**src/bme_cfg.svh**
```systemverilog
// constants for the bit-manipulation execution unit
// assumes a single 20 MHz core clock and an internal memory/io bus answering in the cycle after the read strobe
`ifndef BME_CFG_SVH
`define BME_CFG_SVH
// ==================================================================
// operation codes
`define BME_OP_BIT_LOAD 5'h01
`define BME_OP_BIT_STORE 5'h02
`define BME_OP_SET 5'h03
`define BME_OP_CLR 5'h04
`define BME_OP_BBZ 5'h05
`define BME_OP_BBO 5'h06
`define BME_OP_BSB 5'h07
`define BME_OP_WAIT_HI 5'h08
`define BME_OP_WAIT_LO 5'h09
`define BME_OP_SWAP 5'h0A
`define BME_OP_POP 5'h0B
`define BME_OP_PUSH 5'h0C
`define BME_OP_BANK_RD 5'h0D
`define BME_OP_EXT 5'h0E
`define BME_OP_EXTW 5'h0F
`define BME_OP_ZERO_EXTEND_BYTE 5'h10
`define BME_OP_ZEXTW 5'h11
// ==================================================================
// addressing forms
`define BME_AM_DIR 2'h0
`define BME_AM_A16 2'h1
`define BME_AM_IO 2'h2
// bank register selects
`define BME_BRG_DTB 3'h1
`define BME_BRG_DPR 3'h6
// ==================================================================
// cycle counts
`define BME_CYC_LOAD 8'h05
`define BME_CYC_LOAD_IO 8'h04
`define BME_CYC_RMW 8'h07
`define BME_CYC_RMW_IO 8'h06
`define BME_CYC_BR_T 8'h08
`define BME_CYC_BR_N 8'h07
`define BME_CYC_BRIO_T 8'h07
`define BME_CYC_BRIO_N 8'h06
`define BME_CYC_BSB_T 8'h0A
`define BME_CYC_BSB_N 8'h09
`define BME_CYC_SWAP 8'h03
`define BME_CYC_POP_BASE 8'h07
`define BME_CYC_PUSH_BASE 8'h1D
`define BME_CYC_PUSH_EMPTY 8'h08
`define BME_CYC_BANK1 8'h01
`define BME_CYC_BANK2 8'h02
`define BME_CYC_EXT 8'h01
`define BME_CYC_EXTW 8'h02
`define BME_CYC_ZERO_EXTEND_BYTE 8'h01
`endif

```
**src/bme_pkg.sv**
```systemverilog
// types for the bit-manipulation execution unit
// assumes bme_cfg.svh supplies the numeric codes
package bme_pkg;
   // ==================================================================
   // request from the decoder
   typedef struct packed {
      logic [4:0] op;
      logic [1:0] amode;
      logic [15:0] addr;
      logic [2:0] bitpos;
      logic [7:0] rlist;
      logic [2:0] bank_sel;
   } bme_req_t;
   // flag group
   typedef struct packed {
      logic n;
      logic z;
   } bme_flags_t;
   // controller states
   typedef enum logic [4:0] {
      BME_IDLE = 5'h01,
      BME_READ = 5'h02,
      BME_WRITE = 5'h04,
      BME_COUNT = 5'h08,
      BME_WAIT = 5'h10
   } bme_state_t;
endpackage : bme_pkg

```
**src/bme_unit.sv**
```systemverilog
// execution unit for bit, accumulator, stack-list and bank-register moves
// assumes bus read data is valid in the cycle after BUS_RD; bus writes take one cycle
`timescale 1ns/100ps
`default_nettype none
`include "bme_cfg.svh"
module bme_unit (
   // clock and reset
   input wire logic CLK,
   input wire logic SRST,
   // decoder request
   input wire logic START,
   input wire bme_pkg::bme_req_t REQ,
   input wire logic [31:0] ACC_IN,
   input wire logic [7:0] BANK_IN,
   output logic BUSY,
   output logic DONE,
   // results
   output logic [31:0] ACC_OUT,
   output logic ACC_WE,
   output bme_pkg::bme_flags_t FLAGS,
   output logic FLAG_N_WE,
   output logic FLAG_Z_WE,
   output logic BRANCH,
   // memory and io bus
   output logic BUS_RD,
   output logic BUS_WR,
   output logic BUS_IO,
   output logic [15:0] BUS_ADDR,
   output logic [7:0] BUS_WDATA,
   input wire logic [7:0] BUS_RDATA
);
   bme_pkg::bme_state_t state;
   bme_pkg::bme_req_t req;
   logic [7:0] cnt;
   logic [7:0] total;
   logic [7:0] rdbyte;
   logic [7:0] rd_src;
   logic bitv;
   logic [7:0] next_total;
   logic [7:0] next_wbyte;

   // ==================================================================
   // helpers
   // population count of a register list
   function automatic logic [7:0] pop_count(input logic [7:0] l);
      logic [7:0] c;
      c = 8'h00;
      for (int i = 0; i < 8; i++) begin
         c = c + {7'h00, l[i]};
      end
      return c;
   endfunction : pop_count

   // highest set register number in a list
   function automatic logic [7:0] last_reg(input logic [7:0] l);
      logic [7:0] r;
      r = 8'h00;
      for (int i = 0; i < 8; i++) begin
         if (l[i]) begin
            r = 8'(i);
         end
      end
      return r;
   endfunction : last_reg

   // io form or memory form cycle choice
   function automatic logic [7:0] pick(input logic io, input logic [7:0] a, input logic [7:0] b);
      return io ? b : a;
   endfunction : pick

   // ==================================================================
   // total cycle count for the request, known once the bit is read
   always_comb begin
      logic io;
      io = (req.amode == `BME_AM_IO);
      next_total = 8'h01;
      unique case (req.op)
         `BME_OP_BIT_LOAD: next_total = pick(io, `BME_CYC_LOAD, `BME_CYC_LOAD_IO);
         `BME_OP_BIT_STORE: next_total = pick(io, `BME_CYC_RMW, `BME_CYC_RMW_IO);
         `BME_OP_SET, `BME_OP_CLR: next_total = `BME_CYC_RMW;
         `BME_OP_BBZ: next_total = io ? (!bitv ? `BME_CYC_BRIO_T : `BME_CYC_BRIO_N)
            : (!bitv ? `BME_CYC_BR_T : `BME_CYC_BR_N);
         `BME_OP_BBO: next_total = io ? (bitv ? `BME_CYC_BRIO_T : `BME_CYC_BRIO_N)
            : (bitv ? `BME_CYC_BR_T : `BME_CYC_BR_N);
         `BME_OP_BSB: next_total = bitv ? `BME_CYC_BSB_T : `BME_CYC_BSB_N;
         `BME_OP_SWAP: next_total = `BME_CYC_SWAP;
         `BME_OP_POP: next_total = (req.rlist == 8'h00) ? `BME_CYC_POP_BASE
            : 8'(`BME_CYC_POP_BASE + 8'h03 * pop_count(req.rlist) + 8'h02 * last_reg(req.rlist));
         `BME_OP_PUSH: next_total = (req.rlist == 8'h00) ? `BME_CYC_PUSH_EMPTY
            : 8'(`BME_CYC_PUSH_BASE + 8'h03 * pop_count(req.rlist) - 8'h03 * last_reg(req.rlist));
         `BME_OP_BANK_RD: next_total = (req.bank_sel == `BME_BRG_DTB || req.bank_sel == `BME_BRG_DPR)
            ? `BME_CYC_BANK2 : `BME_CYC_BANK1;
         `BME_OP_EXT, `BME_OP_ZERO_EXTEND_BYTE, `BME_OP_ZEXTW: next_total = `BME_CYC_EXT;
         `BME_OP_EXTW: next_total = `BME_CYC_EXTW;
         default: next_total = 8'h01;
      endcase
   end

   // modified byte for the read-modify-write forms
   always_comb begin
      next_wbyte = rd_src;
      unique case (req.op)
         `BME_OP_BIT_STORE: next_wbyte[req.bitpos] = ACC_IN[0];
         `BME_OP_SET, `BME_OP_BSB: next_wbyte[req.bitpos] = 1'b1;
         `BME_OP_CLR: next_wbyte[req.bitpos] = 1'b0;
         default: next_wbyte = rd_src;
      endcase
   end

   // the memory answers one cycle after the strobe cycle, so the byte is taken live in write and wait
   assign rd_src = (state == bme_pkg::BME_WRITE || state == bme_pkg::BME_WAIT) ? BUS_RDATA : rdbyte;
   assign bitv = rd_src[req.bitpos];

   // ==================================================================
   // sequencer: read phase, optional write, then count out the cycle budget
   always_ff @(posedge CLK) begin
      if (SRST) begin
         state <= bme_pkg::BME_IDLE;
         req <= '0;
         cnt <= 8'h00;
         total <= 8'h00;
         rdbyte <= 8'h00;
      end else begin
         unique case (state)
            bme_pkg::BME_IDLE: begin
               if (START) begin
                  req <= REQ;
                  cnt <= 8'h01;
                  state <= (REQ.op <= `BME_OP_WAIT_LO) ? bme_pkg::BME_READ : bme_pkg::BME_COUNT;
               end
            end
            bme_pkg::BME_READ: begin
               // read data is not yet valid here; it stands in the following cycle
               cnt <= cnt + 8'h01;
               if (req.op == `BME_OP_WAIT_HI || req.op == `BME_OP_WAIT_LO) begin
                  state <= bme_pkg::BME_WAIT;
               end else begin
                  state <= bme_pkg::BME_WRITE;
               end
            end
            bme_pkg::BME_WRITE: begin
               rdbyte <= BUS_RDATA;
               total <= next_total;
               cnt <= cnt + 8'h01;
               state <= bme_pkg::BME_COUNT;
            end
            bme_pkg::BME_WAIT: begin
               // keep sampling until the io bit reaches the wanted level
               if ((req.op == `BME_OP_WAIT_HI) == bitv) begin
                  state <= bme_pkg::BME_IDLE;
               end else begin
                  state <= bme_pkg::BME_READ;
               end
            end
            bme_pkg::BME_COUNT: begin
               if (cnt == 8'h01 && req.op > `BME_OP_WAIT_LO) begin
                  total <= next_total;
               end
               cnt <= cnt + 8'h01;
               if (cnt >= ((cnt == 8'h01 && req.op > `BME_OP_WAIT_LO) ? next_total : total)) begin
                  state <= bme_pkg::BME_IDLE;
               end
            end
            default: state <= bme_pkg::BME_IDLE;
         endcase
      end
   end

   // ==================================================================
   // bus strobes: one read (repeated by the wait forms until the level is seen), then one write for read-modify-write forms
   logic is_rmw;
   assign is_rmw = (req.op == `BME_OP_BIT_STORE) || (req.op == `BME_OP_SET)
      || (req.op == `BME_OP_CLR) || (req.op == `BME_OP_BSB);
   always_ff @(posedge CLK) begin
      if (SRST) begin
         BUS_RD <= 1'b0;
         BUS_WR <= 1'b0;
         BUS_IO <= 1'b0;
         BUS_ADDR <= 16'h0000;
         BUS_WDATA <= 8'h00;
      end else begin
         BUS_RD <= (state == bme_pkg::BME_IDLE && START && REQ.op <= `BME_OP_WAIT_LO && REQ.op != 5'h00)
            || (state == bme_pkg::BME_WAIT && ((req.op == `BME_OP_WAIT_HI) != bitv));
         BUS_WR <= (state == bme_pkg::BME_READ) ? 1'b0 : 1'b0;
         if (state == bme_pkg::BME_IDLE && START) begin
            BUS_ADDR <= REQ.addr;
            BUS_IO <= (REQ.amode == `BME_AM_IO);
         end
         // write leaves in the same cycle as the flag update, keeping the access atomic
         if (state == bme_pkg::BME_WRITE && is_rmw) begin
            BUS_WR <= 1'b1;
            BUS_WDATA <= next_wbyte;
         end
      end
   end

   // ==================================================================
   // accumulator, flag and branch results, presented in the first cycle of the count phase
   always_ff @(posedge CLK) begin
      if (SRST) begin
         ACC_OUT <= 32'h0000_0000;
         ACC_WE <= 1'b0;
         FLAGS <= '0;
         FLAG_N_WE <= 1'b0;
         FLAG_Z_WE <= 1'b0;
         BRANCH <= 1'b0;
      end else begin
         ACC_WE <= 1'b0;
         FLAG_N_WE <= 1'b0;
         FLAG_Z_WE <= 1'b0;
         BRANCH <= 1'b0;
         if (state == bme_pkg::BME_WRITE) begin
            unique case (req.op)
               `BME_OP_BIT_LOAD: begin
                  ACC_OUT <= {ACC_IN[31:16], 8'h00, 7'h00, bitv};
                  ACC_WE <= 1'b1;
               end
               `BME_OP_BIT_STORE: begin
                  FLAGS <= '{n: ACC_IN[0], z: !ACC_IN[0]};
                  FLAG_N_WE <= 1'b1;
                  FLAG_Z_WE <= 1'b1;
               end
               `BME_OP_BBZ: begin
                  FLAGS.z <= !bitv;
                  FLAG_Z_WE <= 1'b1;
                  BRANCH <= !bitv;
               end
               `BME_OP_BBO, `BME_OP_BSB: begin
                  FLAGS.z <= !bitv;
                  FLAG_Z_WE <= 1'b1;
                  BRANCH <= bitv;
               end
               default: ACC_WE <= 1'b0;
            endcase
         end else if (state == bme_pkg::BME_IDLE && START) begin
            ACC_WE <= (REQ.op >= `BME_OP_SWAP) && (REQ.op != `BME_OP_POP) && (REQ.op != `BME_OP_PUSH);
            unique case (REQ.op)
               `BME_OP_SWAP: ACC_OUT <= {ACC_IN[31:16], ACC_IN[7:0], ACC_IN[15:8]};
               `BME_OP_BANK_RD: ACC_OUT <= {ACC_IN[31:16], 8'h00, BANK_IN};
               `BME_OP_EXT: begin
                  ACC_OUT <= {ACC_IN[31:16], {8{ACC_IN[7]}}, ACC_IN[7:0]};
                  FLAGS <= '{n: ACC_IN[7], z: ACC_IN[7:0] == 8'h00};
                  FLAG_N_WE <= 1'b1;
                  FLAG_Z_WE <= 1'b1;
               end
               `BME_OP_EXTW: begin
                  ACC_OUT <= {{16{ACC_IN[15]}}, ACC_IN[15:0]};
                  FLAGS <= '{n: ACC_IN[15], z: ACC_IN[15:0] == 16'h0000};
                  FLAG_N_WE <= 1'b1;
                  FLAG_Z_WE <= 1'b1;
               end
               `BME_OP_ZERO_EXTEND_BYTE: begin
                  ACC_OUT <= {ACC_IN[31:16], 8'h00, ACC_IN[7:0]};
                  FLAGS <= '{n: 1'b0, z: ACC_IN[7:0] == 8'h00};
                  FLAG_N_WE <= 1'b1;
                  FLAG_Z_WE <= 1'b1;
               end
               `BME_OP_ZEXTW: begin
                  ACC_OUT <= {16'h0000, ACC_IN[15:0]};
                  FLAGS <= '{n: 1'b0, z: ACC_IN[15:0] == 16'h0000};
                  FLAG_N_WE <= 1'b1;
                  FLAG_Z_WE <= 1'b1;
               end
               default: ACC_OUT <= ACC_OUT;
            endcase
         end
      end
   end

   // handshake: busy while sequencing, done in the last cycle of the budget or when the wait ends
   assign BUSY = (state != bme_pkg::BME_IDLE);
   assign DONE = (state == bme_pkg::BME_COUNT && cnt >= ((cnt == 8'h01 && req.op > `BME_OP_WAIT_LO)
      ? next_total : total))
      || (state == bme_pkg::BME_WAIT && ((req.op == `BME_OP_WAIT_HI) == bitv));
endmodule : bme_unit
`default_nettype wire

```
**config.mk**
```make
export PLATFORM = sky130hd
export DESIGN_NAME = bme_unit
export DESIGN_NICKNAME = d
export VERILOG_FILES = /design/src/bme_pkg.sv /design/src/bme_unit.sv
export VERILOG_INCLUDE_DIRS = /design/src
export SDC_FILE = /design/constraint.sdc
export NUM_CORES = 1
export LEC_CHECK = 0
export BUFFER_PORTS_ARGS = -buffer_cell sky130_fd_sc_hd__buf_2
export CORE_MARGIN = 2
export CORE_UTILIZATION = 50
export DETAILED_ROUTE_END_ITERATION = 7
export PLACE_DENSITY = 0.8
export SKIP_LAST_GASP = 1
export SYNTH_ARGS = -nofsm -noshare
export SYNTH_HDL_FRONTEND = slang
export SYNTH_SLANG_ARGS = --single-unit
```
**constraint.sdc**
```tcl
create_clock -name CLK -period 9 [get_ports CLK]
set_input_delay 0.9 -clock CLK [delete_from_list [all_inputs] [get_ports CLK]]
set_output_delay 0.9 -clock CLK [all_outputs]
set_load 0.05 [all_outputs]
```
* Word level (Yosys, flattened, before mapping) *
Index checks and enable logic that the tools add are counted.

cells by class
  bitwise operators = 4
  multiply operators = 2
  $add $sub $neg = 12
  mux-type cells = 59
  magnitude comparators = 6
  equality and inequality tests = 40
  reduce and logical (&&, ||, !) cells = 44

operator list
  cell                   count
  $pmux W32 S6           1
  $mux W32               3
  $mux W8                12
  $pmux W8 S11           1
  $eq A5 B4 Y1 const B   12
  $pmux W8 S2            2
  $eq A5 B3 Y1 const B   5
  $pmux W5 S5            1
  $pmux W8 S3            1
  $mux W4                5
  $mux W1                18
  $logic_not A16 Y1      1
  $logic_not A8 Y1       2
  $mul A2 B8 Y8 const A  2
  $eq A5 B2 Y1 const B   3
  $eq A5 B5 Y1 const B   3
  $mux W5                3
  $logic_and A1 B1 Y1    11
  $eq A5 B1 Y1 const B   2
  $mux W2                5
  $ne A5 B4 Y1 const B   2
  $reduce_bool A5 Y1     2
  $reduce_and A3 Y1      3
  $add A3 B8 Y8 const A  1
  other kinds (45)       66

word-level totals
  flip-flop bits (word level) = 115
  output and inout bits = 67
  bits of input ports = 88
  word-level logic and storage cells = 188

* Depth between registers and ports, before layout *
  word-level depth = 16
  gate-level depth with buffers = 28
  mapped depth without buffers = 28

* Least setup slack after synthesis *
OpenSTA, ideal clock, no wires.

  path type = reg2out
  start = register req[3] (netlist bit)
  end = output port DONE
  data arrival time = 6,779 ps
  path slack = 1,321 ps
  cell stages (with the launch flop) = 26
  path buffers = 0
  cells stage by stage = dfxtp_1 -> inv_1 -> fa_1 -> fa_1 -> fa_1 -> inv_1 -> ha_1 -> inv_1 -> fa_1 -> xnor2_1 -> inv_1 -> fa_1 -> inv_1 -> fa_1 -> fa_1 -> a21o_1 -> a21oi_1 -> xnor2_1 -> nor2_1 -> a21oi_1 -> o31a_1 -> ha_1 -> o211ai_1 -> o211ai_1 -> nor2_1 -> o21ai_0

between the ends
  cells in the longest elaborated chain, start to end = 16

ends and longest elaborated chain
  what                                                      RTL line                        source
  start: declaration                                        bme_unit.sv:33                  bme_pkg::bme_req_t req;
  start signal: assignment                                  bme_unit.sv:119                 req <= '0;
  start signal: assignment                                  bme_unit.sv:127                 req <= REQ;
  $add A1 B1 Y2                                             bme_unit.sv:49                  c = c + {7'h00, l[i]};
  $add A2 B1 Y3                                             bme_unit.sv:49
  $add A3 B1 Y4                                             bme_unit.sv:49
  $add A4 B1 Y5                                             bme_unit.sv:49
  $add A5 B1 Y6                                             bme_unit.sv:49
  $add A6 B1 Y7                                             bme_unit.sv:49
  $add A7 B1 Y8                                             bme_unit.sv:49
  $mul A2 B8 Y8                                             bme_unit.sv:88, bme_unit.sv:90
  $add A5 B8 Y8 (no line) or $add A3 B8 Y8 (tied branches)  --
  $sub A8 B8 Y8 (no line) or $add A8 B8 Y8 (tied branches)  --
  $mux W8, on equally long branches                         bme_unit.sv:89, bme_unit.sv:87
  $pmux W8 S11 *                                            bme_unit.sv:77                  unique case (req.op)
  $mux W8 *                                                 bme_unit.sv:272                 assign DONE = (state == bme_pkg::BME_COUNT && cnt >= ((cnt == 8'h01 && req.op > `BME_OP_WAIT_LO)
  $ge A8 B8 Y1 *                                            bme_unit.sv:272
  $logic_and A1 B1 Y1 *                                     bme_unit.sv:272
  $logic_or A1 B1 Y1 *                                      bme_unit.sv:272
  end: declaration                                          bme_unit.sv:16                  output logic DONE,

Mark *: on every way between the ends. The rest lies on a longest branch, timed or not.

* Worst setup path after layout *
Ends and elaborated chain as after synthesis.

==> metrics.txt <==
status=complete, no violations; Arr. time, crit path=7030 ps; Root Buffer=clkbuf_16; Max-Cap Viols=0; # fillers=1,203; asr flop ratio synth=0%; Post-synth top flop=dfxtp_1; clk slew on worst S/H paths=60 ps; hold slack=448 ps; NumNets Final=1,116; EDFF count, synth=0; Design Power=1.75 mW; Seq/Total Area, Yosys=33.8%; CP max FO=4; routed wl met2=8250 um; antenna-violating nets left=0; final setup margin=1070 ps; Final Hold Viols=0; layout cells sized above 1=21.4%; fin util=61.9%; RSZ-0062 raised after global routing=no; IO Pins=155; Antenna diodes=0; DIE HEIGHT=121 um; crit path max-delay cell type=fa_1; DRT Wirelength=17,600 um; Final Max Tran Viols=0; Slowest Stage Delay on Critical Path=590 ps; CTS tree=yes; drt via density=5.61; Post-DP HPWL=12,200 um; Hold Crit Class=reg2reg; Resized cells post-CTS=0; syn avg cell area=7.95 sq um; Core ar.=13,200 sq um; fin crit share=88.1%; setup violators final=0; Final GP Congestion=0.894; synth warn=0; skew final=7.48 ps; global-route wire length before repair=29,100 um; DIE AREA=14,600 sq um; First-pass DRT Iterations=5; synthesized area=6800 sq um; relative slew slack=32.2%; Bufs on Longest Clock Path=2; pre-CTS setup slack=1520 ps; CP startpoint kind=flop; worst path required time=8100 ps; Syn-to-layout area delta=20.5%; critical path class=reg2out; Fmax achieved=126 MHz; Congestion Overflow GR=0; Post-Syn Instances=856; top sig layer=met4; most frequent cells in the layout=nand2_1, buf_2, dfxtp_1; CTS Hold Bufs=0; largest net degree at the start of global routing=86; M1 wire length=7720 um; most common cell after layout, fill and taps aside=nand2_1; clk sinks=115; Power Density=213 nW/um^2; clk_lat worst skew=420 ps; Total Routing Usage GR=24.6%; # H-tree levels=4; Seq cells post-synth=115; Post-Synthesis Net Count=991; Num CTS Buffers=17; P_leak=3.68 nW; Least-Margin Pin Slew=1010 ps; Remaining DRCs=0; num rows=42; Setup TNS Final=0 ps; min Tclk post-route=7930 ps; most frequent CP cell=fa_1; Post-CTS Setup Inserts=0; vias in the first global route=6,148; initial antenna violation count=0; Initial Util=51.4%; die width=121 um; violation count after the first detailed-routing iteration=519; DR WL met3=1330 um; via count=6,565; maximum VDD drop=0.000166 V; CP Capture Type=primary output; Buffers on Ports=154; Yosys cell types=71; WL/cell=15.0 um
## area by class of cell
class	instances	area (sq um)	area share, %
clock buffers	18	439	5.36
multi-input cells	647	4100	50.0
repair buffers	157	796	9.71
flip-flops and latches	115	2300	28.1
well taps	176	220	2.69
clock inverters	14	178	2.17
inverters	43	161	1.97
## state kept, by name, summed over array words and instances, names as in the netlist, 2 cells and up
register / flops
ACC_OUT: 32
req: 21
BUS_ADDR: 16
BUS_WDATA: 8
cnt: 8
rdbyte: 8
total: 8
state: 5
FLAGS: 2
## kinds of logic (layout without fill, tap and decap cells)
logic type / Yosys count / after routing / share of synthesized area (%)
XOR/XNOR: 16 / 16 / 2.06
multiplexers: 34 / 34 / 5.08
AO/OA/AOI/OAI: 208 / 208 / 20.6
flip-flops: 115 / 115 / 33.8
buffers and inverters: 94 / 232 / 5.96
adder cells (fa/ha/maj): 48 / 48 / 9.67
AND/OR/NAND/NOR: 341 / 341 / 22.8
## through the flow
step	area, sq um	std cells
6_report	8200	1170
5_1_grt	8200	1170
4_1_cts	8200	1170
3_5_place_dp	7580	1138
3_3_place_gp	7580	1138
2_1_floorplan	6800	856
## critical path: cells and delay by family, from the launching register on
family                   cells  cell delay, ps
AND/OR/NAND/NOR              2             170
buffers and inverters        6             750
flip-flops                   1             330
AO/OA/AOI/OAI                7            1170
adder cells (fa/ha/maj)      9            3770
XOR/XNOR                     2             400
## report_power, final
part / switching (mW) / leakage, nW / internal (mW) / total, mW
Sequential: 0.0217 / 0.935 / 0.530 / 0.552
Combinational: 0.294 / 2.46 / 0.194 / 0.488
Clock: 0.261 / 0.289 / 0.445 / 0.706
Total: 0.577 / 3.68 / 1.17 / 1.75
## synthesized netlist by cell type, drive strengths merged, types with 3 or more instances
master	number	area (sq um)
a211oi	27	203
a21o	9	67.6
a21oi	83	453
a221o	8	80.1
a22oi	24	180
a311oi	3	26.3
a31oi	5	46.3
and2	3	18.8
and3	4	25.0
buf	21	130
clkbuf	30	114
dfxtp	115	2300
fa	8	160
ha	39	488
inv	43	161
mux2	4	45.0
mux2i	30	300
nand2	157	597
nand2b	5	31.3
nand3	13	65.1
nand3b	8	60.1
nand4	6	37.5
nand4b	3	26.3
nor2	92	345
nor2b	11	68.8
nor3	10	60.1
nor3b	6	45.0
nor4	8	56.3
o211ai	5	37.5
o21ai	23	119
or2	4	25.0
or3	5	31.3
xnor2	6	52.6
xor2	10	87.6
## per-layer routing
layer,track usage (%),vias up
met5,0,-
met4,7.78,0
met3,6.98,28
met2,40.4,260
met1,31.2,3038
li1,-,3239
## final timing paths
path / startpoint / end / slack [ps] / cells past startpoint
worst max register to register: req[3]$_SDFFE_PP0P_ / state[0]$_SDFFE_PP1P_ / 2280 / 26
worst max-delay path: req[3]$_SDFFE_PP0P_ / DONE / 1070 / 26
worst min register to register: ACC_OUT[0]$_SDFFE_PP0P_ / ACC_OUT[0]$_SDFFE_PP0P_ / 450 / 2
worst min-delay path: ACC_OUT[0]$_SDFFE_PP0P_ / ACC_OUT[0]$_SDFFE_PP0P_ / 450 / 2
(Power assumes the default switching activity.)
